===== config.mk =====
export PLATFORM = sky130hd
export DESIGN_NAME = rae_top
export DESIGN_NICKNAME = d
export VERILOG_FILES = /design/src/design/rae_pkg.sv /design/src/design/rae_region_gate.sv /design/src/design/rae_top.sv
export SDC_FILE = /design/constraint.sdc
export NUM_CORES = 1
export LEC_CHECK = 0
export ABC_AREA = 1
export BUFFER_PORTS_ARGS = -buffer_cell sky130_fd_sc_hd__buf_2
export CORE_MARGIN = 2
export CORE_UTILIZATION = 35
export CTS_BUF_LIST = sky130_fd_sc_hd__clkbuf_8
export DETAILED_ROUTE_END_ITERATION = 8
export PLACE_DENSITY = 0.61
export SYNTH_ARGS = -nofsm -noshare
export SYNTH_HDL_FRONTEND = slang
export SYNTH_SLANG_ARGS = --single-unit

===== constraint.sdc =====
create_clock -name ref_clk -period 2.9 [get_ports ref_clk]
set_clock_uncertainty 0.1 [all_clocks]
set_input_delay 0.87 -clock ref_clk [delete_from_list [all_inputs] [get_ports ref_clk]]
set_output_delay 0.87 -clock ref_clk [all_outputs]
set_load 0.1 [all_outputs]

===== src/design/rae_pkg.sv =====
package rae_pkg;
	localparam int          NREG         = 4;
	localparam int          AW           = 12;
	localparam int          DMA_CH       = 64;
	localparam int          QDMA_CH      = 8;
	localparam int          CE_W         = 17;
	localparam logic [16:0] CE_VALID     = 17'h1000F;
	localparam int          EVALUATE_BIT_BIT     = 0;
	localparam int          EVALUATE_BIT_RSVD    = 1;
	localparam int          ST_W         = 3;
	localparam int          ST_ERR       = 0;
	localparam int          ST_RSVD      = 1;
	localparam int          ST_DONE      = 2;
	localparam logic [11:0] A_CE_FLAGS   = 12'h000;
	localparam logic [11:0] A_CE_CLR     = 12'h004;
	localparam logic [11:0] A_EVALUATE_BIT       = 12'h008;
	localparam logic [11:0] A_IRQ_STAT   = 12'h00C;
	localparam logic [11:0] A_IRQ_MASK   = 12'h010;
	localparam logic [11:0] A_CH_LO      = 12'h014;
	localparam logic [11:0] A_CH_HI      = 12'h018;
	localparam logic [11:0] A_CH_Q       = 12'h01C;
	localparam logic [11:0] A_ERR_STATE  = 12'h020;
	localparam logic [3:0]  REGION_PAGE  = 4'h1;
	localparam logic [4:0]  R_DMA_EN_LO  = 5'h00;
	localparam logic [4:0]  R_DMA_EN_HI  = 5'h04;
	localparam logic [4:0]  R_QDMA_EN    = 5'h08;
	localparam logic [4:0]  R_VIEW_LO    = 5'h0C;
	localparam logic [4:0]  R_VIEW_HI    = 5'h10;
	localparam logic [4:0]  R_VIEW_Q     = 5'h14;
	localparam logic [63:0] DMA_EN_RST   = 64'h0;
	localparam logic [7:0]  QDMA_EN_RST  = 8'h0;
endpackage : rae_pkg


===== src/design/rae_region_gate.sv =====
`timescale 1ns/10ps
module rae_region_gate
(
	input  wire logic [63:0] dma_en,
	input  wire logic [7:0]  qdma_en,
	input  wire logic [63:0] chan_dma,
	input  wire logic [7:0]  chan_qdma,
	input  wire logic [63:0] chan_pend,
	output logic      [63:0] view_dma,
	output logic      [7:0]  view_qdma,
	output logic             done
);
	// masked channels read as zero in this view
	assign view_dma  = chan_dma & dma_en;
	assign view_qdma = chan_qdma & qdma_en;
	// only owned, enabled channels reach this region's completion line
	assign done      = |(chan_pend & chan_dma & dma_en);
endmodule : rae_region_gate


===== src/design/rae_top.sv =====
`timescale 1ns/10ps
module rae_top
(
	input  wire logic        ref_clk,
	input  wire logic        sys_rst,
	input  wire logic        psel,
	input  wire logic        penable,
	input  wire logic        pwrite,
	input  wire logic [11:0] paddr,
	input  wire logic [31:0] pwdata,
	output logic      [31:0] prdata,
	output logic             pready,
	output logic             pslverr,
	input  wire logic [31:0] dma_event_miss_low,
	input  wire logic [31:0] dma_event_miss_high,
	input  wire logic [7:0]  qdma_event_miss,
	input  wire logic [16:0] ctrl_err_set,
	input  wire logic [63:0] chan_pend,
	output logic             err_irq,
	output logic [3:0]       region_irq,
	output logic             irq
);
	logic [16:0] ce_q,       ce_d;
	logic        err_any_q,  err_any_d;
	logic        err_irq_q,  err_irq_d;
	logic [2:0]  stat_q,     stat_d;
	logic [2:0]  mask_q,     mask_d;
	logic        irq_q,      irq_d;
	logic [63:0] chan_q,     chan_d;
	logic [7:0]  chq_q,      chq_d;
	logic [63:0] den_q [4];
	logic [63:0] den_d [4];
	logic [7:0]  qen_q [4];
	logic [7:0]  qen_d [4];
	logic [3:0]  rirq_q,     rirq_d;
	logic [31:0] prdata_q,   prdata_d;
	logic        pready_q,   pready_d;
	logic        pslverr_q,  pslverr_d;
	logic [63:0] view_dma [4];
	logic [7:0]  view_q   [4];
	logic [3:0]  done;
	logic        acc;
	logic        wr;
	logic        rg_hit;
	logic [1:0]  ridx;
	logic [4:0]  roff;
	logic        err_now;
	logic        evaluate_bit_wr;
	logic        evaluate_bit_rsvd;
	logic [31:0] rd;
	logic        hit;
	logic [2:0]  ev;

	genvar g;
	generate
		for (g = 0; g < rae_pkg::NREG; g++)
		begin : g_rg
			rae_region_gate u_gate
			(
				.dma_en    (den_q[g]),
				.qdma_en   (qen_q[g]),
				.chan_dma  (chan_q),
				.chan_qdma (chq_q),
				.chan_pend (chan_pend),
				.view_dma  (view_dma[g]),
				.view_qdma (view_q[g]),
				.done      (done[g])
			);
		end
	endgenerate

	always_comb
	begin
		// one wait state: ready is raised the cycle after access starts
		acc       = psel & penable & pready_q;
		wr        = acc & pwrite;
		rg_hit    = (paddr[11:8] == rae_pkg::REGION_PAGE) & ~paddr[7];
		ridx      = paddr[6:5];
		roff      = paddr[4:0];
		pready_d  = psel & penable & ~pready_q;
		rd        = 32'h0000_0000;
		hit       = 1'b1;
		if (rg_hit)
		begin
			unique case (roff)
				rae_pkg::R_DMA_EN_LO: rd = den_q[ridx][31:0];
				rae_pkg::R_DMA_EN_HI: rd = den_q[ridx][63:32];
				rae_pkg::R_QDMA_EN:   rd = {24'h0, qen_q[ridx]};
				rae_pkg::R_VIEW_LO:   rd = view_dma[ridx][31:0];
				rae_pkg::R_VIEW_HI:   rd = view_dma[ridx][63:32];
				rae_pkg::R_VIEW_Q:    rd = {24'h0, view_q[ridx]};
				default:              hit = 1'b0;
			endcase
		end
		else
		begin
			unique case (paddr)
				rae_pkg::A_CE_FLAGS:  rd = {15'h0, ce_q};
				rae_pkg::A_CE_CLR:    rd = 32'h0000_0000;
				rae_pkg::A_EVALUATE_BIT:      rd = 32'h0000_0000;
				rae_pkg::A_IRQ_STAT:  rd = {29'h0, stat_q};
				rae_pkg::A_IRQ_MASK:  rd = {29'h0, mask_q};
				rae_pkg::A_CH_LO:     rd = chan_q[31:0];
				rae_pkg::A_CH_HI:     rd = chan_q[63:32];
				rae_pkg::A_CH_Q:      rd = {24'h0, chq_q};
				rae_pkg::A_ERR_STATE: rd = {31'h0, err_any_q};
				default:              hit = 1'b0;
			endcase
		end
		prdata_d  = (pready_d & ~pwrite & hit) ? rd : 32'h0000_0000;
		pslverr_d = pready_d & ~hit;
	end

	// answer is registered, hence the fixed wait state
	always_ff @(posedge ref_clk)
	begin
		if (sys_rst)
		begin
			prdata_q  <= 32'h0000_0000;
			pready_q  <= 1'b0;
			pslverr_q <= 1'b0;
		end
		else
		begin
			prdata_q  <= prdata_d;
			pready_q  <= pready_d;
			pslverr_q <= pslverr_d;
		end
	end

	// all region views share the chan_q and chq_q channel registers, the masks pick the bits
	always_comb
	begin
		chan_d = chan_q;
		chq_d  = chq_q;
		den_d  = den_q;
		qen_d  = qen_q;
		if (wr & hit)
		begin
			if (rg_hit)
			begin
				unique case (roff)
					rae_pkg::R_DMA_EN_LO: den_d[ridx][31:0]  = pwdata;
					rae_pkg::R_DMA_EN_HI: den_d[ridx][63:32] = pwdata;
					rae_pkg::R_QDMA_EN:   qen_d[ridx] = pwdata[7:0];
					rae_pkg::R_VIEW_LO:
						chan_d[31:0] = (chan_q[31:0] & ~den_q[ridx][31:0])
							| (pwdata & den_q[ridx][31:0]);
					rae_pkg::R_VIEW_HI:
						chan_d[63:32] = (chan_q[63:32] & ~den_q[ridx][63:32])
							| (pwdata & den_q[ridx][63:32]);
					rae_pkg::R_VIEW_Q:
						chq_d = (chq_q & ~qen_q[ridx]) | (pwdata[7:0] & qen_q[ridx]);
					default: ;
				endcase
			end
			else
			begin
				unique case (paddr)
					rae_pkg::A_CH_LO:    chan_d[31:0] = pwdata;
					rae_pkg::A_CH_HI:    chan_d[63:32] = pwdata;
					rae_pkg::A_CH_Q:     chq_d = pwdata[7:0];
					default: ;
				endcase
			end
		end
	end

	always_ff @(posedge ref_clk)
	begin
		if (sys_rst)
		begin
			chan_q <= 64'h0;
			chq_q  <= 8'h00;
			for (int i = 0; i < rae_pkg::NREG; i++)
			begin
				den_q[i] <= rae_pkg::DMA_EN_RST;
				qen_q[i] <= rae_pkg::QDMA_EN_RST;
			end
		end
		else
		begin
			chan_q <= chan_d;
			chq_q  <= chq_d;
			den_q  <= den_d;
			qen_q  <= qen_d;
		end
	end

	always_comb
	begin
		ce_d      = ce_q;
		evaluate_bit_wr   = 1'b0;
		evaluate_bit_rsvd = 1'b0;
		if (wr & ~rg_hit)
		begin
			unique case (paddr)
				rae_pkg::A_CE_CLR: ce_d = ce_q & ~(pwdata[16:0] & rae_pkg::CE_VALID);
				rae_pkg::A_EVALUATE_BIT:
				begin
					evaluate_bit_wr   = pwdata[rae_pkg::EVALUATE_BIT_BIT];
					evaluate_bit_rsvd = pwdata[rae_pkg::EVALUATE_BIT_RSVD];
				end
				default: ;
			endcase
		end
		// a new error arriving with a clear survives it
		ce_d      = ce_d | (ctrl_err_set & rae_pkg::CE_VALID);
	end

	always_ff @(posedge ref_clk)
	begin
		if (sys_rst)
		begin
			ce_q <= 17'h0_0000;
		end
		else
		begin
			ce_q <= ce_d;
		end
	end

	always_comb
	begin
		err_now   = (|dma_event_miss_low) | (|dma_event_miss_high)
			| (|qdma_event_miss) | (|ce_q);
		err_any_d = err_now;
		// edge of the combined state, so steady errors re-fire only on an evaluate write
		err_irq_d = (err_now & ~err_any_q) | (evaluate_bit_wr & err_now);
	end

	always_ff @(posedge ref_clk)
	begin
		if (sys_rst)
		begin
			err_any_q <= 1'b0;
			err_irq_q <= 1'b0;
		end
		else
		begin
			err_any_q <= err_any_d;
			err_irq_q <= err_irq_d;
		end
	end

	always_comb
	begin
		mask_d = mask_q;
		if (wr & ~rg_hit & (paddr == rae_pkg::A_IRQ_MASK))
		begin
			mask_d = pwdata[2:0];
		end
		rirq_d = done;
		ev     = 3'h0;
		ev[rae_pkg::ST_ERR]  = err_irq_d;
		ev[rae_pkg::ST_RSVD] = evaluate_bit_rsvd;
		ev[rae_pkg::ST_DONE] = |(done & ~rirq_q);
		stat_d = stat_q;
		if (wr & ~rg_hit & (paddr == rae_pkg::A_IRQ_STAT))
		begin
			stat_d = stat_q & ~pwdata[2:0];
		end
		// set wins, so an event in the clear cycle is not lost
		stat_d = stat_d | ev;
		// taken from flops, costs a cycle but keeps the pin clean
		irq_d  = |(stat_q & mask_q);
	end

	always_ff @(posedge ref_clk)
	begin
		if (sys_rst)
		begin
			stat_q <= 3'h0;
			mask_q <= 3'h0;
			irq_q  <= 1'b0;
			rirq_q <= 4'h0;
		end
		else
		begin
			stat_q <= stat_d;
			mask_q <= mask_d;
			irq_q  <= irq_d;
			rirq_q <= rirq_d;
		end
	end

	assign prdata     = prdata_q;
	assign pready     = pready_q;
	assign pslverr    = pslverr_q;
	assign err_irq    = err_irq_q;
	assign region_irq = rirq_q;
	assign irq        = irq_q;
endmodule : rae_top


==> impl_results.md, run 1 <==
- Max-cap violations: 0
- Largest net degree at the start of global routing: 88
- Longest Clk Path Bufs: 3
- Wire per inst: 19.3 um
- Crit path launch type: primary input
- Mean Syn Cell Area: 6.15 um^2
- Fin crit share: 87.3%
- I/O pin count: 242
- CTS root buffer: clkbuf_8
- Post-synth EDFFs: 0
- Syn_nets: 3749
- GPL Wtd Cong: 0.955
- Levels on crit path: 15
- Crit path from: paddr[5]
- Max IR drop VDD: about 0.24 mV
- Final Max Slew Viols: 0
- Yosys reg bits: 412
- First-pass GRT wire length: approximately 140000 um
- Vias post-DR: 25000
- Hold depth: 1
- Share of cells above drive strength 1: 15.1%
- Power Density: 467 nW/um^2
- Die height: 254 um
- Clk sink count: 412
- Core area: 61700 um^2
- Initial DRC count: between 2000 and 2500
- Power Total: between 10 and 15 mW
- WHS: 0.365 ns
- Vias in the first global route: 22800
- DRT Pass-1 Iters: 6
- Final WL: ~92000 um
- All-Layer GR Usage: 28.1%
- Hold buffer count at cts: 0
- Gr ovfl total: 0
- ANT nets after route: 0
- Initial Utilization: 35.4%
- Syn Inst Count: ~3500
- Quantity of I/O buffers inserted on ports: around 230
- Clk pin slew, worst setup/hold paths: 0.05 ns
- Slowest CP cell: nor2_2
- Clock Latency Late Sink: 0.68 ns
- Final hold viol count: 0
- Quantity of gates resized following cts: 0
- RSZ-0062 raised after global routing: no
- CP Max Fanout: 47
- Worst-path cell chain: buf_2 > inv_2 > nand2_1 > nor2_2 > nand3_1 > nand3_1 > nor2_1 > nand2_2 > nand3_4 > nor2_4 > buf_12 > buf_12 > nand3_1 > nand2_1 > nor2_1
- Crit path buf inv count: 4
- Fin util: 44.0%
- H-tree depth: 3
- Synth Cell Area: 21800 um^2
- Area Growth Syn to Fin: 24.4%
- Cells on worst reg2reg path: 11
- Final setup violation count: 0
- Synth cell types: 34
- Slew HR: 45.9%
- Run status: finished clean
- Min Tclk post-route: 2.53 ns
- Worst EP required: 3.33 ns
- CP Class: in -> reg
- Vias per cell: around 5.3
- Fmax: around 400 MHz
- Min-Delay Startpoint: pready$_SDFF_PP0_
- Critical Path AT: 2.96 ns
- FFs w/ async S/R, synth: 0%
- Setup bufs post-CTS: 0
- Filler instances: approximately 6600
- Cts bufs inserted: 78
- Crit-path leading delay family: simple AND/OR/NAND/NOR gates
- Initial antenna violation count: 16
- Most frequent CP cell: nand3_1
- Die Wd: between 200 and 300 um
- HP Class: reg -> reg
- # DRC: 0
- Synthesis Warnings: 0
- Post-synth top flop: dfxtp_1
- Seq/Total Area, Yosys: between 30% and 40%
- Critical Path Max Stage Delay: 0.30 ns
- Die footprint: 64300 um^2
- Final layout net count: a little over 4000
- Post-detail-place hpwl: about 65000 um
- Leakage power: roughly 11 nW
- Setup crit end kind: flip-flop
- CTS tree: built
- Core Rows: 91
- Worst slew pin tran: 0.810 ns
cells by family after synthesis:
logic type             count (synthesis)  synth area share [%]
AO/OA/AOI/OAI                        386                  10.0
buffers and inverters                430                  7.79
flip-flops                           412                  37.8
AND/OR/NAND/NOR                     2319                  44.4
worst register-to-register path, cell delays in order, from the launching register on:
cell and delay (ns):
dfxtp_1 0.40, nand3_1 0.12, nand4_1 0.18, nor2_1 0.32, nand3_1 0.21, nor2_1 0.14
buf_4 0.16, nand2_1 0.06, nand2_1 0.06, nand3_1 0.14, nor2_1 0.12, nor2_1 0.04
metrics by stage:
| step | setup TNS (ns) | std cells | instance area (um^2) | setup slack (ns) |
|---|---|---|---|---|
| after global routing | 0 | 4757 | 27100 | 0.224 |
| after global placement | -68.85 | 4615 | 25500 | -0.264 |
| after CTS | 0 | 4753 | 27100 | 0.442 |
| after floorplan | 0 | 3547 | 21800 | 0.243 |
| final | 0 | 4759 | 27100 | 0.370 |
| after detailed placement | -67.50 | 4615 | 25500 | -0.259 |
path summary, 6_finish.rpt:
path	slack (ns)	end
worst max-delay path	0.37	den_q[129]$_SDFFE_PP0P_
worst min-delay path	0.37	pslverr$_SDFF_PP0_
worst max register to register	0.71	stat_q[2]$_SDFF_PP0_
worst min register to register	0.37	pslverr$_SDFF_PP0_
Yosys cell counts, drive strengths merged (10+ instances only):
cell type | instances | area, um^2
nand2 | 790 | 2970
clkbuf | 90 | 338
nor2 | 835 | 3160
buf | 117 | 524
o21ai | 116 | 581
nand4 | 33 | 213
o22ai | 41 | 257
dfxtp | 412 | 8250
nor3 | 15 | 75.1
nand3 | 625 | 3140
a221oi | 28 | 245
inv | 193 | 724
a31oi | 10 | 62.6
a21oi | 167 | 836
nor4 | 19 | 119
clkinv | 30 | 113
layer usage:
metal / GRT usage [%] / part of all wire (%) / vias up
met3: 6.05 / 9.2 / 205
li1: - / - / 12200
met5: 0 / 0.15 / -
met4: 10.6 / 3.3 / 22
met2: 43.3 / 43 / 1073
met1: 38.3 / 44 / 11500
cell usage in the layout, fill, tap and decap left out, types with 5 or more instances in the layout:
| cell type | instances |
|---|---|
| nor2_1 | 812 |
| nand2_1 | 789 |
| nand3_1 | 624 |
| dfxtp_1 | 412 |
| buf_2 | 229 |
| inv_1 | 207 |
| a21oi_1 | 167 |
| buf_4 | 155 |
| o21ai_0 | 115 |
| clkbuf_8 | 99 |
| buf_12 | 54 |
| o22ai_1 | 41 |
| nand4_1 | 32 |
| clkinv_1 | 29 |
| a221oi_1 | 28 |
| nor4_1 | 19 |
| nor3_1 | 15 |
| nor2_4 | 13 |
| clkinv_2 | 12 |
| nor2_2 | 10 |
| a31oi_1 | 10 |
| diode_2 | 6 |
| inv_2 | 6 |
| a32o_1 | 5 |
| a22oi_1 | 5 |
| o211ai_1 | 5 |
final cells by class:
cell class	instances	area [um^2]	share of cell area [%]
diodes	6	15.0	0.0553
clock buffers	99	1360	5.02
clock inverters	39	259	0.954
inverters	223	845	3.11
multi-input cells	2705	12000	44.1
flip-flops and latches	412	8250	30.4
well taps	837	1050	3.86
repair buffers	438	3390	12.5
power by group:
part,total (mW),internal (mW),switching (mW)
clock,6.02,3.34,2.68
combinational,0.991,0.316,0.675
sequential,5.68,5.67,0.00672
(Power assumes the default switching activity.)
==> run 2: changes to the inputs <==
--- a/config.mk
+++ b/config.mk
@@ -7,3 +7,2 @@
 export LEC_CHECK = 0
-export ABC_AREA = 1
 export BUFFER_PORTS_ARGS = -buffer_cell sky130_fd_sc_hd__buf_2
@@ -13,3 +12,3 @@
 export DETAILED_ROUTE_END_ITERATION = 8
-export PLACE_DENSITY = 0.61
+export PLACE_DENSITY = 0.62
 export SYNTH_ARGS = -nofsm -noshare
--- a/constraint.sdc
+++ b/constraint.sdc
@@ -4,2 +4,2 @@
 set_output_delay 0.87 -clock ref_clk [all_outputs]
-set_load 0.1 [all_outputs]
+set_load 0.005 [all_outputs]
==> run 2 against run 1 <==
  * The run now ends with DRC left
  * Combinational power fell by 32%
  * Utilization fell by 0.73 points
  * Hold slack got worse by 0.048 ns
  * Register-to-register slack got worse by 0.18 ns
  * Clock power fell by 5.5%
  * Global-route usage rose by 2.7 points
  * Synthesized cell count fell by 30%
  * Die area fell by 7.4%
  * Largest power group unchanged
  * Highest routed layer unchanged
==> impl_results.md, run 2 <==
- Run status: finished with violations
- Failing checks: DRC
- Max-cap violations: 0 (unchanged)
- Syn Inst Count: 2499 (-30%)
- CP Max Fanout: 13 (-72%)
- Most numerous cell in the Yosys netlist: nand2_1
- Internal: 9.02 mW (-3.3%)
- Hold EP: ce_q[2]$_SDFF_PP0_
- Min Tclk post-route: 2.57 ns (+0.0403 ns)
- Vias in the first global route: 20100 (-12%)
- Worst slew pin tran: 0.907 ns (+0.0965 ns)
- Final setup violation count: 0 (unchanged)
- Fmax: 389 MHz (-1.6%)
- Synthesis Warnings: 0 (unchanged)
- Share of the synthesized area in the top cell type: 40.9% (+3.1 points)
- Quantity of gates resized following cts: 0 (unchanged)
- Worst r2r dst: stat_q[2]$_SDFF_PP0_
- All-Layer GR Usage: 30.8% (+2.7 points)
- Synth area leaders: dfxtp_1 41%, nand2_1 11%, mux4_2 8.0%
- Fin util: 43.2% (-0.73 points)
- Post-synth EDFFs: 0 (unchanged)
- Mean Syn Cell Area: 8.07 um^2 (+31%)
- Placed Instances: 3435 (-26%)
- Cell taking the most area after synthesis: dfxtp_1
- Fin crit share: 88.6% (+1.4 points)
- Final WL: 94600 um (+3.2%)
- Post-detail-place hpwl: 66500 um (+1.6%)
- Synth top cells by count: 575 x nand2_1, 412 x dfxtp_1, 290 x a21oi_1
- Cells on worst reg2reg path: 8 (-3)
- Die height: 244 um (-3.8%)
- Comb pwr share: 5.6% (-2.2 points)
- Clk pwr share: 47.3% (about the same)
- Worst EP required: 3.40 ns (+0.07 ns)
- Hold depth: 3 (+2)
- Final Max Slew Viols: 0 (unchanged)
- Longest Clk Path Bufs: 3 (unchanged)
- RSZ-0062 raised after global routing: no
- Quantity of I/O buffers inserted on ports: 229 (unchanged)
- Cts bufs inserted: 74 (-5.1%)
- Yosys reg bits: 412 (unchanged)
- Post-route insts no fill: 3573 (-25%)
- Final layout net count: 2948 (-27%)
- HP Class: in -> reg
- Power Total: 12.0 mW (-5.0%)
- Core area: 57400 um^2 (-7.0%)
- Min-Delay Startpoint: ctrl_err_set[2]
- Filler instances: 5613 (-15%)
- Hold buffer count at cts: 0 (unchanged)
- Power Density: 486 nW/um^2 (+3.9%)
- GPL Wtd Cong: 1.06 (+11%)
- Slew HR: 39.6% (-6.4 points)
- Wire per inst: 26.5 um (+37%)
- Initial antenna violation count: 20 (+4)
- Die footprint: 59600 um^2 (-7.4%)
- H-tree depth: 3 (unchanged)
- Initial DRC count: 3451 (+46%)
- Max IR drop VDD: 0.277 mV (+18%)
- FFs w/ async S/R, synth: 0% (unchanged)
- Critical Path AT: 3.07 ns (+0.11 ns)
- Clk sink count: 412 (unchanged)
- Post-synth top flop: dfxtp_1
- Sw power: 3.03 mW (-9.9%)
- Area Growth Syn to Fin: 22.9%
- Share of cells above drive strength 1: 21.1% (+6.0 points)
- Die Wd: 244 um (-3.8%)
- Crit path launch type: primary input
- Syn_nets: 2701 (-28%)
- Leakage power: 9.41 nW (-16%)
- Initial Utilization: 35.2% (-0.18 points)
- Final hold viol count: 0 (unchanged)
- Seq/Total Area, Yosys: 40.9% (+3.1 points)
- Setup bufs post-CTS: 0 (unchanged)
- Sequential cell fraction of total power: 47.2% (+2.4 points)
- ANT nets after route: 0 (unchanged)
- Gr ovfl total: 0 (unchanged)
- CP Class: in -> reg
- CTS root buffer: clkbuf_8
- Clock Latency Late Sink: 0.69 ns (about the same)
- R2R Setup Slk: 0.53 ns (-0.18 ns)
- Setup crit end kind: flip-flop
- Clk pin slew, worst setup/hold paths: 0.05 ns (about the same)
- Core Rows: 88 (-3.3%)
- Most frequent cells in the layout: 574 x nand2_1, 412 x dfxtp_1, 290 x a21oi_1, 260 x nand3_1, 226 x buf_2
- DRT Pass-1 Iters: 9 (+3)
- Synth cell types: 49 (+44%)
- I/O pin count: 242 (unchanged)
- Commonest non-fill, non-tap cell in the layout: nand2_1
- Vias post-DR: 21600 (-14%)
- Largest net degree at the start of global routing: 157 (+78%)
- Sw frac: 25.1% (-1.4 points)
- Synth Cell Area: 20200 um^2 (-7.5%)
- # DRC: 2 (+2)
- CTS tree: built
- Vias per cell: 6.04 (+15%)
- First-pass GRT wire length: 136000 um (-1.7%)
[run 2: cell types whose count changed after synthesis, moves of 40 or more]
cell / change
mux2i_1: +83
inv_1: -178
mux4_2: +72
nand4_1: +43
nor2_1: -687
a22oi_1: +55
o22ai_1: -40
nand2_1: -214
nand3_1: -364
o21ai_0: -81
a21oi_1: +123
a21o_1: +79
buf_1: -41
[run 2: cells by family after synthesis]
| group | after synthesis | synth area share, % |
|---|---|---|
| buffers and inverters | 214 | 4.41 |
| AOI/OAI and AO/OA | 529 | 15.8 |
| muxes | 155 | 12.2 |
| DFF | 412 | 40.9 |
| and+or+nand+nor | 1189 | 26.7 |
[run 2: area by class of cell]
| class | instances | area [um^2] | share of cell area (%) |
|---|---|---|---|
| Multi-Input combinational cell | 1873 | 11100 | 44.9 |
| Clock inverter | 34 | 233 | 0.938 |
| Sequential cell | 412 | 8250 | 33.3 |
| Timing Repair Buffer | 376 | 2890 | 11.7 |
| Tap cell | 765 | 957 | 3.86 |
| Clock buffer | 92 | 1270 | 5.11 |
| Inverter | 9 | 33.8 | 0.136 |
| Antenna cell | 12 | 30.0 | 0.121 |
[run 2: how the worst max path moves through the flow]
| stage | from | endpoint | depth (start not counted) |
|---|---|---|---|
| floorplan | paddr[6] | flip-flop | 6 |
| global placement | paddr[3] | prdata[14]$_SDFF_PP0_ | 10 |
| detailed placement | paddr[3] | prdata[14]$_SDFF_PP0_ | 10 |
| CTS | paddr[3] | prdata[14]$_SDFF_PP0_ | 10 |
| global route | paddr[3] | prdata[14]$_SDFF_PP0_ | 10 |
| finish | paddr[3] | prdata[14]$_SDFF_PP0_ | 10 |
[run 2: layer usage]
layer  wire length [um]  up-vias  GRT usage [%]
met3              12200      346           9.31
met1              35800    10200           39.2
met5                102        -              0
li1                   -     9432              -
met4               5300       16           16.8
met2              41200     1543           46.4
[run 2: critical path, stage by stage]
cell and delay, ns:
buf_2 0.11, or4_4 0.57, buf_4 0.17, nor2_4 0.19, buf_12 0.20, a21o_1 0.14, a22oi_1 0.07, o21ai_0 0.43
buf_4 0.19, and2_1 0.11
[run 2: power by group through the flow]
| stage | registers, mW | logic, mW | clock network [mW] |
|---|---|---|---|
| 2_1_floorplan | 5.80 | 0.286 | 0 |
| 3_3_place_gp | 5.80 | 0.645 | 0 |
| 3_5_place_dp | 5.80 | 0.654 | 0 |
| 4_1_cts | 5.68 | 0.656 | 5.75 |
| 5_1_grt | 5.68 | 0.701 | 6.00 |
| 6_report | 5.68 | 0.671 | 5.69 |
[run 2: metrics by stage]
step	cell area [um^2]	worst slack, ns	hold slack (ns)	TNS [ns]
CTS	24800	0.342	0.258	0
finish	24800	0.329	0.317	0
global route	24800	0.259	0.314	0
floorplan	20200	0.0925	0.329	0
global placement	23300	-0.356	0.336	-19.58
detailed placement	23300	-0.346	0.346	-27.25
